<file path="config.mk">
export PLATFORM = sky130hd
export DESIGN_NAME = pid_loop_mode_and_alarms
export DESIGN_NICKNAME = d
export VERILOG_FILES = /design/src/logic/pid_aux_pkg.sv /design/src/logic/pid_flags_if.sv /design/src/logic/pid_compare.sv /design/src/logic/pid_loop_mode_and_alarms.sv
export SDC_FILE = /design/constraint.sdc
export NUM_CORES = 1
export LEC_CHECK = 0
export BUFFER_PORTS_ARGS = -buffer_cell sky130_fd_sc_hd__buf_2
export CAP_MARGIN = 0
export CORE_MARGIN = 10
export CORE_UTILIZATION = 40
export CTS_CLUSTER_DIAMETER = 60
export CTS_CLUSTER_SIZE = 30
export DETAILED_ROUTE_END_ITERATION = 7
export GPL_TIMING_DRIVEN = 0
export MAX_ROUTING_LAYER = met4
export PLACE_DENSITY = 0.66
export REMOVE_ABC_BUFFERS = 1
export SETUP_SLACK_MARGIN = 0.1
export SKIP_CTS_REPAIR_TIMING = 1
export SLEW_MARGIN = 20
export SYNTH_ARGS = -nofsm -noshare
export SYNTH_HDL_FRONTEND = slang
export SYNTH_SLANG_ARGS = --single-unit
</file>
<file path="constraint.sdc">
create_clock -name CLK -period 6.5 [get_ports CLK]
set_input_delay 0.975 -clock CLK [delete_from_list [all_inputs] [get_ports CLK]]
set_output_delay 0.975 -clock CLK [all_outputs]
set_load 0.02 [all_outputs]
</file>
<file path="src/logic/pid_aux_pkg.sv">
/*
 * Package for the loop-mode and alarm logic around the process controller.
 * Holds widths, reset values, analog routing selections and timing constants.
 * Assumes signed two's complement process quantities of a common width.
 */
package pid_aux_pkg;

    localparam int UPDATE_NS_DEF       = 1000;
    localparam int CLK_NS              = 8;
    localparam int UPDATE_CYCLES_DEF   = (UPDATE_NS_DEF + CLK_NS - 1) / CLK_NS;
    localparam int DATA_W_DEF          = 16;
    localparam logic RST_CLOSED_LOOP   = 1'b0;
    localparam logic RST_FLAG          = 1'b0;

    typedef enum logic [1:0]
    {
        ROUTE_CTRL_OUT = 2'b00,
        ROUTE_MEASURED = 2'b01,
        ROUTE_INTEG    = 2'b10
    } route_e;

    typedef enum logic [1:0]
    {
        INTEG_RUN    = 2'b00,
        INTEG_HOLD_H = 2'b01,
        INTEG_HOLD_L = 2'b10
    } integ_e;

endpackage

</file>
<file path="src/logic/pid_flags_if.sv">
/*
 * Interface carrying the comparison flags from the comparator to the top.
 * Assumes both ends run on the same clock.
 */
`timescale 1ns/10ps
interface pid_flags_if;
    logic out_hi;
    logic out_lo;
    logic proc_hi;
    logic proc_lo;
    modport src (output out_hi, output out_lo, output proc_hi, output proc_lo);
    modport dst (input out_hi, input out_lo, input proc_hi, input proc_lo);
endinterface

</file>
<file path="src/logic/pid_compare.sv">
/*
 * Combinational threshold comparator for output clamps and process alarms.
 * Assumes signed operands of equal width; results are registered by the top.
 */
`timescale 1ns/10ps
module pid_compare
    import pid_aux_pkg::*;
#(
    parameter int W = DATA_W_DEF
)
(
    // Operands
    input  wire logic signed [W-1:0] ctrl_out,
    input  wire logic signed [W-1:0] measured,
    input  wire logic signed [W-1:0] out_upper,
    input  wire logic signed [W-1:0] out_lower,
    input  wire logic signed [W-1:0] high_thresh,
    input  wire logic signed [W-1:0] low_thresh,
    // Results
    pid_flags_if.src                 flags
);
    // Clamp limits are inclusive, alarms are strict
    assign flags.out_hi  = (ctrl_out >= out_upper);
    assign flags.out_lo  = (ctrl_out <= out_lower);
    assign flags.proc_hi = (measured > high_thresh);
    assign flags.proc_lo = (measured < low_thresh);
endmodule

</file>
<file path="src/logic/pid_loop_mode_and_alarms.sv">
/*
 * Loop mode selection, bias, output inversion, integrator anti-windup and
 * alarm flags around a process controller. The PID arithmetic is outside;
 * it supplies the proportional/derivative sum and error each cycle.
 * Assumes all inputs synchronous to CLK.
 */
// Overview of operation
// [RULE1] Bias input is added to the controller sum to set the operating point.
// [RULE2] External option on: closed loop needs closed button and external enable.
// [RULE3] External option on: open button or enable dropping forces open loop.
// [RULE4] External option off: buttons alone pick open or closed loop.
// [RULE5] Inversion selected: controller output is negated; the code negates it in closed loop only, open loop outputs the bias unnegated.
// [RULE6] Integrator saturation flag high while integrator held at a clamp.
// [RULE7] Output saturation flag high when output at or past either limit.
// [RULE8] Process-high alarm when measured value strictly above high threshold.
// [RULE9] Process-low alarm when measured value strictly below low threshold.
// [RULE10] Analog output routes controller output, measured value or integrator.
// [RULE11] Integrator held at limit until error changes sign.
// [RULE12] Closed loop with drive stopped loads integrator preset.
// [RULE13] Output at upper limit stops integration and holds output there.
// [RULE14] All comparisons re-evaluated every control update.
`timescale 1ns/10ps
module pid_loop_mode_and_alarms
    import pid_aux_pkg::*;
#(
    parameter int W             = DATA_W_DEF,
    parameter int UPDATE_CYCLES = UPDATE_CYCLES_DEF
)
(
    // Clock and reset
    input  wire logic                CLK,
    input  wire logic                SRST,
    // Operator station and external loop select
    input  wire logic                OPEN_BTN,
    input  wire logic                CLOSED_BTN,
    input  wire logic                EXT_ENABLE,
    input  wire logic                EXT_SEL_ON,
    input  wire logic                DRIVE_RUNNING,
    // Controller data
    input  wire logic signed [W-1:0] PD_SUM,
    input  wire logic signed [W-1:0] ERROR,
    input  wire logic signed [W-1:0] BIAS_INPUT,
    input  wire logic signed [W-1:0] MEASURED_VALUE,
    // Configuration
    input  wire logic                INVERT,
    input  wire logic signed [W-1:0] INTEG_PRESET,
    input  wire logic signed [W-1:0] INTEG_UPPER,
    input  wire logic signed [W-1:0] INTEG_LOWER,
    input  wire logic signed [W-1:0] OUT_UPPER,
    input  wire logic signed [W-1:0] OUT_LOWER,
    input  wire logic signed [W-1:0] HIGH_THRESH,
    input  wire logic signed [W-1:0] LOW_THRESH,
    input  wire logic [1:0]          ROUTE_SEL,
    // Outputs
    output logic                     CLOSED_LOOP,
    output logic signed [W-1:0]      CTRL_OUT,
    output logic signed [W-1:0]      INTEG_TERM,
    output logic signed [W-1:0]      ANALOG_OUT,
    output logic                     INTEG_SAT_FLAG,
    output logic                     OUT_SAT_FLAG,
    output logic                     PROCESS_HIGH_ALARM,
    output logic                     PROCESS_LOW_ALARM,
    output logic                     UPDATE_TICK
);

    // Divider is 16 bits wide, so longer update periods cannot be served
    if (W < 4 || W > 32 || UPDATE_CYCLES < 1 || UPDATE_CYCLES > 65536)
    begin : g_param_check
        $error("pid_loop_mode_and_alarms: unsupported parameters");
    end

    //------------------------------------------------------------------
    // Update divider
    //------------------------------------------------------------------
    logic [15:0] div_reg;
    logic        tick;
    assign tick        = (div_reg == 16'(UPDATE_CYCLES - 1));
    assign UPDATE_TICK = tick;

    // Free-running divider making the control update enable
    always_ff @(posedge CLK)
    begin
        if (SRST || tick)
            div_reg <= 16'h0000;
        else
            div_reg <= div_reg + 16'h0001;
    end

    //------------------------------------------------------------------
    // Loop mode
    //------------------------------------------------------------------
    logic closed_reg;
    assign CLOSED_LOOP = closed_reg;

    // Open request wins over closed so a stuck closed button cannot trap auto
    always_ff @(posedge CLK)
    begin
        if (SRST)
            closed_reg <= RST_CLOSED_LOOP;
        else if (OPEN_BTN || (EXT_SEL_ON && !EXT_ENABLE))
            closed_reg <= 1'b0;                         // [RULE3] [RULE4]
        else if (CLOSED_BTN && (!EXT_SEL_ON || EXT_ENABLE))
            closed_reg <= 1'b1;                         // [RULE2] [RULE4]
    end

    //------------------------------------------------------------------
    // Integrator with anti-windup
    //------------------------------------------------------------------
    integ_e             ist_reg;
    logic signed [W-1:0] integ_reg;
    logic signed [W:0]   integ_sum;
    logic signed [W+1:0] raw_sum;
    logic signed [W-1:0] sum_sat;
    logic signed [W-1:0] out_next;
    logic                out_hold;

    assign INTEG_TERM = integ_reg;
    assign integ_sum  = (W+1)'(integ_reg) + (W+1)'(ERROR);
    // Bias shifts the operating point; widened to avoid wrap before clamp
    assign raw_sum    = (W+2)'(PD_SUM) + (W+2)'(integ_reg) + (W+2)'(BIAS_INPUT); // [RULE1]
    assign sum_sat    = (raw_sum >= (W+2)'(OUT_UPPER)) ? OUT_UPPER :
                        (raw_sum <= (W+2)'(OUT_LOWER)) ? OUT_LOWER : W'(raw_sum);
    assign out_hold   = (raw_sum >= (W+2)'(OUT_UPPER));
    assign out_next   = INVERT ? W'(-sum_sat) : sum_sat;  // [RULE5]

    // Integrator, stepped once per update
    always_ff @(posedge CLK)
    begin
        if (SRST)
        begin
            integ_reg <= '0;
            ist_reg   <= INTEG_RUN;
        end
        else if (tick)
        begin
            if (closed_reg && !DRIVE_RUNNING)
            begin
                integ_reg <= INTEG_PRESET;              // [RULE12]
                ist_reg   <= INTEG_RUN;
            end
            else if (!closed_reg)
                ist_reg <= INTEG_RUN;
            else
            begin
                case (ist_reg)
                    INTEG_HOLD_H:
                        if (ERROR < 0)                   // [RULE11]
                        begin
                            ist_reg   <= INTEG_RUN;
                            integ_reg <= W'(integ_sum);
                        end
                    INTEG_HOLD_L:
                        if (ERROR > 0)                   // [RULE11]
                        begin
                            ist_reg   <= INTEG_RUN;
                            integ_reg <= W'(integ_sum);
                        end
                    INTEG_RUN:
                        if (out_hold && ERROR > 0)
                            ist_reg <= INTEG_HOLD_H;     // [RULE13]
                        else if (integ_sum >= (W+1)'(INTEG_UPPER))
                        begin
                            integ_reg <= INTEG_UPPER;    // [RULE11]
                            ist_reg   <= INTEG_HOLD_H;
                        end
                        else if (integ_sum <= (W+1)'(INTEG_LOWER))
                        begin
                            integ_reg <= INTEG_LOWER;    // [RULE11]
                            ist_reg   <= INTEG_HOLD_L;
                        end
                        else
                            integ_reg <= W'(integ_sum);
                    default:
                        ist_reg <= INTEG_RUN;
                endcase
            end
        end
    end

    //------------------------------------------------------------------
    // Output, routing and flags
    //------------------------------------------------------------------
    pid_flags_if flags ();

    pid_compare #(.W(W)) u_cmp
    (
        .ctrl_out    (CTRL_OUT),
        .measured    (MEASURED_VALUE),
        .out_upper   (OUT_UPPER),
        .out_lower   (OUT_LOWER),
        .high_thresh (HIGH_THRESH),
        .low_thresh  (LOW_THRESH),
        .flags       (flags)
    );

    // Output stays clamped at the limit; in open loop the bias alone drives it
    always_ff @(posedge CLK)
    begin
        if (SRST)
            CTRL_OUT <= '0;
        else if (tick)
            CTRL_OUT <= closed_reg ? out_next : BIAS_INPUT; // [RULE13]
    end

    // Analog routing; unused selection reads zero
    always_ff @(posedge CLK)
    begin
        if (SRST)
            ANALOG_OUT <= '0;
        else
        begin
            case (route_e'(ROUTE_SEL))
                ROUTE_CTRL_OUT: ANALOG_OUT <= CTRL_OUT;         // [RULE10]
                ROUTE_MEASURED: ANALOG_OUT <= MEASURED_VALUE;   // [RULE10]
                ROUTE_INTEG:    ANALOG_OUT <= integ_reg;        // [RULE10]
                default:        ANALOG_OUT <= '0;
            endcase
        end
    end

    // Flags sampled on each update; one period latency bounds their lag
    always_ff @(posedge CLK)
    begin
        if (SRST)
        begin
            INTEG_SAT_FLAG     <= RST_FLAG;
            OUT_SAT_FLAG       <= RST_FLAG;
            PROCESS_HIGH_ALARM <= RST_FLAG;
            PROCESS_LOW_ALARM  <= RST_FLAG;
        end
        else if (tick)                                      // [RULE14]
        begin
            INTEG_SAT_FLAG     <= (ist_reg != INTEG_RUN);  // [RULE6]
            OUT_SAT_FLAG       <= flags.out_hi || flags.out_lo; // [RULE7]
            PROCESS_HIGH_ALARM <= flags.proc_hi;           // [RULE8]
            PROCESS_LOW_ALARM  <= flags.proc_lo;           // [RULE9]
        end
    end

    //------------------------------------------------------------------
    // Checks
    //------------------------------------------------------------------
    mode_open_a: assert property (@(posedge CLK) disable iff (SRST)
        OPEN_BTN |=> !CLOSED_LOOP)                                  // [RULE3]
        else $error("open button did not open loop");
    ext_drop_a: assert property (@(posedge CLK) disable iff (SRST)
        (EXT_SEL_ON && !EXT_ENABLE) |=> !CLOSED_LOOP)               // [RULE3]
        else $error("external enable drop ignored");
    ext_close_a: assert property (@(posedge CLK) disable iff (SRST)
        (CLOSED_BTN && !OPEN_BTN && EXT_SEL_ON && EXT_ENABLE) |=> CLOSED_LOOP) // [RULE2]
        else $error("closed loop not entered");
    btn_close_a: assert property (@(posedge CLK) disable iff (SRST)
        (CLOSED_BTN && !OPEN_BTN && !EXT_SEL_ON) |=> CLOSED_LOOP)   // [RULE4]
        else $error("button close failed");
    preset_load_a: assert property (@(posedge CLK) disable iff (SRST)
        (tick && CLOSED_LOOP && !DRIVE_RUNNING) |=> INTEG_TERM == $past(INTEG_PRESET)) // [RULE12]
        else $error("preset not loaded");
    proc_high_a: assert property (@(posedge CLK) disable iff (SRST)
        (tick && MEASURED_VALUE > HIGH_THRESH) |=> PROCESS_HIGH_ALARM) // [RULE8]
        else $error("high alarm missing");
    proc_low_a: assert property (@(posedge CLK) disable iff (SRST)
        (tick && MEASURED_VALUE < LOW_THRESH) |=> PROCESS_LOW_ALARM)   // [RULE9]
        else $error("low alarm missing");
    out_sat_a: assert property (@(posedge CLK) disable iff (SRST)
        (tick && CTRL_OUT >= OUT_UPPER) |=> OUT_SAT_FLAG)           // [RULE7]
        else $error("output saturation missing");
    invert_a: assert property (@(posedge CLK) disable iff (SRST)
        (tick && CLOSED_LOOP && INVERT) |=> CTRL_OUT == W'(-$past(sum_sat))) // [RULE5]
        else $error("inversion wrong");

endmodule

</file>
==> flow_metrics.py, run 1 <==
metrics = {
    "floorplan": {
        "core_um2": 22570,
        "dieArea_um2": 29360,
        "die_h_um": 171.4,
        "start_util": 0.4060,
        "dieWidth_um": 171.4,
        "rows": 55,
        "ios": 240,
    },
    "sta": {
        "fmax_mhz": 152.2,
        "tightest_slew_ns": 1.067,
        "finClkSkew_ns": 0.01077,
        "worst_slack_ns": -0.06928,
        "whs_ns": 0.4556,
        "hold_viol": 0,
        "rsz0062_at_grt": "true",
        "fin_crit_sh": 1.011,
        "relSlewSlack": 0.2860,
        "min_period_ns": 6.569,
        "final_max_slew_viol_count": 0,
        "finalSetupViolations": 3,
    },
    "setup_path": {
        "crit_path_start_kind": "input pin",
        "critPathBufInv": 6,
        "cpMaxStageDelayCell": "fa_1",
        "path_delay_family": "compound AO/OA/AOI/OAI gates",
        "slowest_delay_ns": 0.51,
        "crit_type": "input pin to register",
        "worstSetupEndpointType": "register",
        "worstPathRequired_ns": 6.74,
        "worstPathMaxFanout": 5,
        "cp.arrival_ns": 6.81,
    },
    "place": {
        "io_buffers": 239,
        "numPlacedInstances": 1677,
        "gp_congestion": 0.9621,
        "place_area_um2": 10600,
        "hpwl_um": 28240,
    },
    "finish": {
        "stdcell_count": 1752,
        "stdcell_area_um2": 11820,
        "drive_gt1_frac": 0.2705,
        "nNetsFinal": 1831,
        "area_growth_pct": 28.95,
    },
    "global_route": {
        "grt_usage": 0.2241,
        "grt_pass1_wl_um": 50280,
        "grt-ovfl-total": 0,
        "antenna_found_initial": 3,
        "grt_max_degree": 55,
        "grt_pass1_vias": 9452,
    },
    "power": {
        "p_leak_nw": 5.903,
        "power.density_nw_per_um2": 175.7,
        "peakVddDrop_mv": 0.1214,
    },
    "job": {
        "drv_cap": 0,
    },
    "cts": {
        "cts_root_buf": "clkbuf_16",
        "cts_tree": "built",
        "cts_htree_levels": 3,
        "clock_latency_ns": 0.34,
        "cts.sinks": 71,
        "cts_buffer_depth": 2,
        "clkTransAtPathRegs_ns": 0.06,
        "cts_inserted_buffers": 9,
    },
    "logic_synthesis": {
        "synth_edf_count": 0,
        "synth_xor_area_frac": 0.05161,
        "synthArstFlopShare": 0,
        "netlist_instances": 1190,
        "synth_compound_area_frac": 0.2429,
        "synth_area_um2": 9164,
        "ys.flop_type": "dfxtp_1",
        "ys_ff_latch": 71,
        "ys_warn_count": 0,
        "syn_area_per_cell_um2": 7.701,
        "muxShareOfSynthArea": 0.02307,
        "synth_top_family_by_area": "adder cells",
        "synth-simple-area-share": 0.1901,
        "yosysSeqAreaShare": 0.1551,
        "yosysUniqueCellTypes": 68,
        "synth_fa_ha_area_frac": 0.2687,
    },
    "detailed_routing": {
        "first_pass_iters": 5,
        "drc_errors": 0,
        "first_iter_violations": 707,
        "wire_per_inst_um": 19.79,
        "viasPerCell": 5.630,
        "totalWireLength_um": 34680,
        "vias": 9864,
        "final_antenna_net_count": 0,
    },
    "worst_hold_path": {
        "hp-class": "register to register",
    },
    "outcome": {
        "violations": "setup timing",
        "status": "complete, but fails checks",
    },
}
## layer usage
| metal | global-route usage | part of all wire |
|---|---|---|
| met5 | - | 0 |
| met4 | 0.06994 | 0.026 |
| met3 | 0.03369 | 0.067 |
| met2 | 0.3757 | 0.47 |
| met1 | 0.2718 | 0.43 |
## metrics by stage
step | TNS (ns) | utilization | setup slack [ns] | power (W)
6_report | -0.1485 | 0.5235 | -0.06928 | 0.002076
5_1_grt | -1.548 | 0.5235 | -0.2886 | 0.002194
4_1_cts | -17.86 | 0.4824 | -1.371 | 0.001784
3_5_place_dp | -28.26 | 0.4697 | -1.694 | 0.001301
3_3_place_gp | -58.06 | 0.4671 | -2.612 | 0.001282
2_1_floorplan | -11.35 | - | -0.7259 | 0.001035
## worst reg2reg max path: cells and delay by family (launching register included)
| kind | cells | cell delay, ns |
|---|---|---|
| simple gates | 5 | 1.27 |
| flops | 1 | 0.50 |
| fa+ha+maj | 4 | 1.31 |
| compound gates | 13 | 2.56 |
| xor+xnor | 1 | 0.24 |
| buf+inv | 5 | 0.54 |
## path summary, 6_finish.rpt
kind,slack [ns],end,start,cells past startpoint
setup / recovery,-0.07,CTRL_OUT[15],BIAS_INPUT[1],29
hold / removal,0.46,PROCESS_HIGH_ALARM,PROCESS_HIGH_ALARM,2
setup reg to reg,0.01,CTRL_OUT[15],INTEG_TERM[1],28
hold reg to reg,0.46,PROCESS_HIGH_ALARM,PROCESS_HIGH_ALARM,2
## placed cells by master, fill, tap and decap left out, drive strengths merged, types with 9 or more instances in the layout
master | netlist | final
nand2 | 91 | 91
o211ai | 26 | 26
clkbuf | 32 | 12
a31oi | 18 | 19
o21ai | 68 | 68
a21oi | 90 | 90
inv | 121 | 122
nor3 | 14 | 14
o21a | 14 | 14
nor4 | 9 | 9
nand4 | 21 | 21
nor2b | 14 | 14
buf | 7 | 294
mux2i | 20 | 20
ha | 168 | 168
fa | 18 | 18
a211oi | 19 | 19
xnor2 | 31 | 31
nor2 | 131 | 131
dfxtp | 71 | 71
nand3 | 31 | 31
nand2b | 21 | 21
a21o | 32 | 32
xor2 | 23 | 23
## cells in the mapped netlist (6+ instances only)
cell,instances,area share
xnor2_1,31,0.030
a311oi_1,8,0.0076
nand4_1,19,0.013
nor2b_1,14,0.0096
nor3_1,13,0.0071
a22oi_1,6,0.0049
a211o_1,8,0.0076
o21a_1,14,0.011
a31oi_1,17,0.012
xor2_1,23,0.022
a21oi_1,89,0.049
fa_1,18,0.039
a21o_1,32,0.026
inv_1,121,0.050
clkbuf_1,32,0.013
ha_1,168,0.23
nand3_1,31,0.017
nand2b_1,21,0.014
nor2_1,129,0.053
o21bai_1,6,0.0049
o211ai_1,24,0.020
dfxtp_1,71,0.16
a211oi_1,19,0.016
o21ai_0,63,0.034
nand2_1,90,0.037
o31ai_1,7,0.0057
mux2i_1,20,0.022
nor4_1,7,0.0048
## power by group
part	leakage [nW]	internal (W)	switching (W)
clock	0.135	0.000280	0.000199
sequential	0.574	0.000440	0.00000540
combinational	5.19	0.000497	0.000655
## cells by family (layout without fill, tap and decap cells)
logic type / Yosys count / count (layout)
adders and majority gates: 186 / 186
buffers and inverters: 160 / 431
DFF: 71 / 71
AOI/OAI and AO/OA: 338 / 340
xor gates and xnor gates: 54 / 54
other: 0 / 3
muxes: 21 / 21
and+or+nand+nor: 360 / 361
## area by class of cell
type,instances,area (µm²)
Tap cell,285,356.6
Multi-Input combinational cell,962,7640
Clock inverter,4,28.78
Clock buffer,12,256.5
Fill cell,2204,10760
Timing Repair Buffer,294,1648
Sequential cell,71,1423
Antenna cell,3,7.507
Inverter,121,456.7
No activity file was read; power rests on OpenSTA's default activity.
==> run 2: changes to the inputs <==
clock period = 5.3 ns   (was 6.5 ns; I/O delays follow)
==> run 2 against run 1 <==
Net effect: combinational power is 24% higher; register-to-register slack got worse by 1.0 ns; cell count about the same; largest cell class unchanged; hold slack is essentially flat; clock power up 22%; the run still ends with setup timing left; global-route usage unchanged; flip-flop and latch count unchanged.
==> flow_metrics.py, run 2 (synthesis gave the netlist of run 1 again) <==
metrics = {
    "floorplan": {
        "dieArea_um2": 29360,
        "dieWidth_um": 171.4,
        "start_util": 0.4060,
        "ios": 240,
        "die_h_um": 171.4,
        "rows": 55,
        "core_um2": 22570,
    },
    "power": {
        "p_leak_nw": 5.914,
        "power.density_nw_per_um2": 215.9,
        "p_total_w": 0.002563,
        "peakVddDrop_mv": 0.1458,
    },
    "detailed_routing": {
        "vias": 9830,
        "drc_errors": 0,
        "final_antenna_net_count": 0,
        "m1WireLength_um": 15180,
        "totalWireLength_um": 34830,
        "met2_wirelength_um": 16570,
        "dr_wl_met3_um": 2226,
        "first_pass_iters": 5,
        "first_iter_violations": 672,
        "viasPerCell": 5.608,
        "wire_per_inst_um": 19.87,
        "top_layer": "met4",
    },
    "setup_path": {
        "cp.arrival_ns": 6.66,
        "worstPathMaxFanout": 7,
        "slowest_delay_ns": 0.51,
        "worstPathRequired_ns": 5.57,
        "crit_type": "input pin to register",
        "path_common_cell": "ha_4",
        "regToRegStartpoint": "INTEG_TERM[1]",
        "worstSetupEndpointType": "register",
        "cpMaxStageDelayCell": "fa_1",
        "crit_path_start_kind": "input pin",
        "crit_start": "BIAS_INPUT[1]",
    },
    "finish": {
        "stdcell_count": 1753,
        "fin_util": 0.5261,
        "stdcell_area_um2": 11880,
        "drive_gt1_frac": 0.2771,
        "nNetsFinal": 1832,
        "layout_commonest_cell": "buf_2",
        "area_growth_pct": 29.59,
        "final_cell_mix": "buf_2, ha_1, nor2_1, inv_1, nand2_1",
        "n_fill_cell": 2199,
    },
    "place": {
        "hpwl_um": 28240,
        "place_area_um2": 10600,
        "numPlacedInstances": 1677,
        "io_buffers": 239,
        "gp_congestion": 0.9621,
    },
    "sta": {
        "fmax_mhz": 156.4,
        "tightest_slew_ns": 1.067,
        "worst_slack_ns": -1.095,
        "relSlewSlack": 0.2862,
        "finClkSkew_ns": 0.009962,
        "finalSetupViolations": 34,
        "min_period_ns": 6.395,
        "fin_crit_sh": 1.207,
        "final_max_slew_viol_count": 0,
        "rsz0062_at_grt": "true",
        "hold_viol": 0,
    },
    "cts": {
        "cts_htree_levels": 3,
        "clock_latency_ns": 0.33,
        "cts.sinks": 71,
        "clkTransAtPathRegs_ns": 0.06,
        "cts_tree": "built",
        "cts_root_buf": "clkbuf_16",
        "cts_inserted_buffers": 9,
        "cts_buffer_depth": 2,
    },
    "outcome": {
        "violations": "setup timing",
        "status": "complete, but fails checks",
    },
    "worst_hold_path": {
        "worstHoldStart": "PROCESS_HIGH_ALARM",
        "hp-class": "register to register",
    },
    "global_route": {
        "grt_usage": 0.2241,
        "antenna_found_initial": 3,
        "grt-ovfl-total": 0,
        "grt_pass1_wl_um": 50280,
        "grt_max_degree": 55,
        "grt_pass1_vias": 9452,
    },
    "job": {
        "drv_cap": 0,
    },
}
-- run 2: layer usage --
| metal | global-route usage | up-vias |
|---|---|---|
| li1 | - | 4820 |
| met1 | 0.2718 | 4597 |
| met2 | 0.3757 | 359 |
| met3 | 0.03369 | 54 |
| met4 | 0.06994 | 0 |
| met5 | - | - |
-- run 2: path summary, 6_finish.rpt --
kind                   endpoint  cells past startpoint  slack [ns]
max                CTRL_OUT[12]                     32       -1.09
max reg2reg        CTRL_OUT[12]                     31       -1.03
min          PROCESS_HIGH_ALARM                      2        0.46
min reg2reg  PROCESS_HIGH_ALARM                      2        0.46
-- run 2: cell type report --
class                           count  area (µm²)  share of cell area
Timing Repair Buffer              295        1655              0.1394
Sequential cell                    71        1426              0.1201
Clock buffer                       12       256.5             0.02160
Multi-Input combinational cell    962        7687              0.6474
Clock inverter                      4       28.78            0.002423
Tap cell                          285       356.6             0.03003
Inverter                          121       456.7             0.03846
Antenna cell                        3       7.507           0.0006322
-- run 2: metrics by stage --
step	TNS, ns	setup WS [ns]	hold slack (ns)
6_report	-25.15	-1.095	0.4553
5_1_grt	-31.19	-1.306	0.4823
4_1_cts	-51.68	-2.391	0.4549
3_5_place_dp	-62.73	-2.714	0.4405
3_3_place_gp	-92.74	-3.632	0.4319
2_1_floorplan	-42.45	-1.746	0.4300
-- run 2: where the power goes --
| group | internal [W] | leakage, nW | switching [W] | total, W |
|---|---|---|---|---|
| sequential | 0.000539 | 0.575 | 0.00000661 | 0.000545 |
| combinational | 0.000618 | 5.20 | 0.000814 | 0.00143 |
| clock | 0.000344 | 0.135 | 0.000242 | 0.000586 |
| total | 0.00150 | 5.91 | 0.00106 | 0.00256 |
-- run 2: critical path: cells and delay by family --
family                   cells  cell delay, ns
AND/OR/NAND/NOR              7            1.13
XOR/XNOR                     1            0.12
buffers and inverters        6            0.58
adder cells (fa/ha/maj)      5            1.41
AO/OA/AOI/OAI               13            2.61
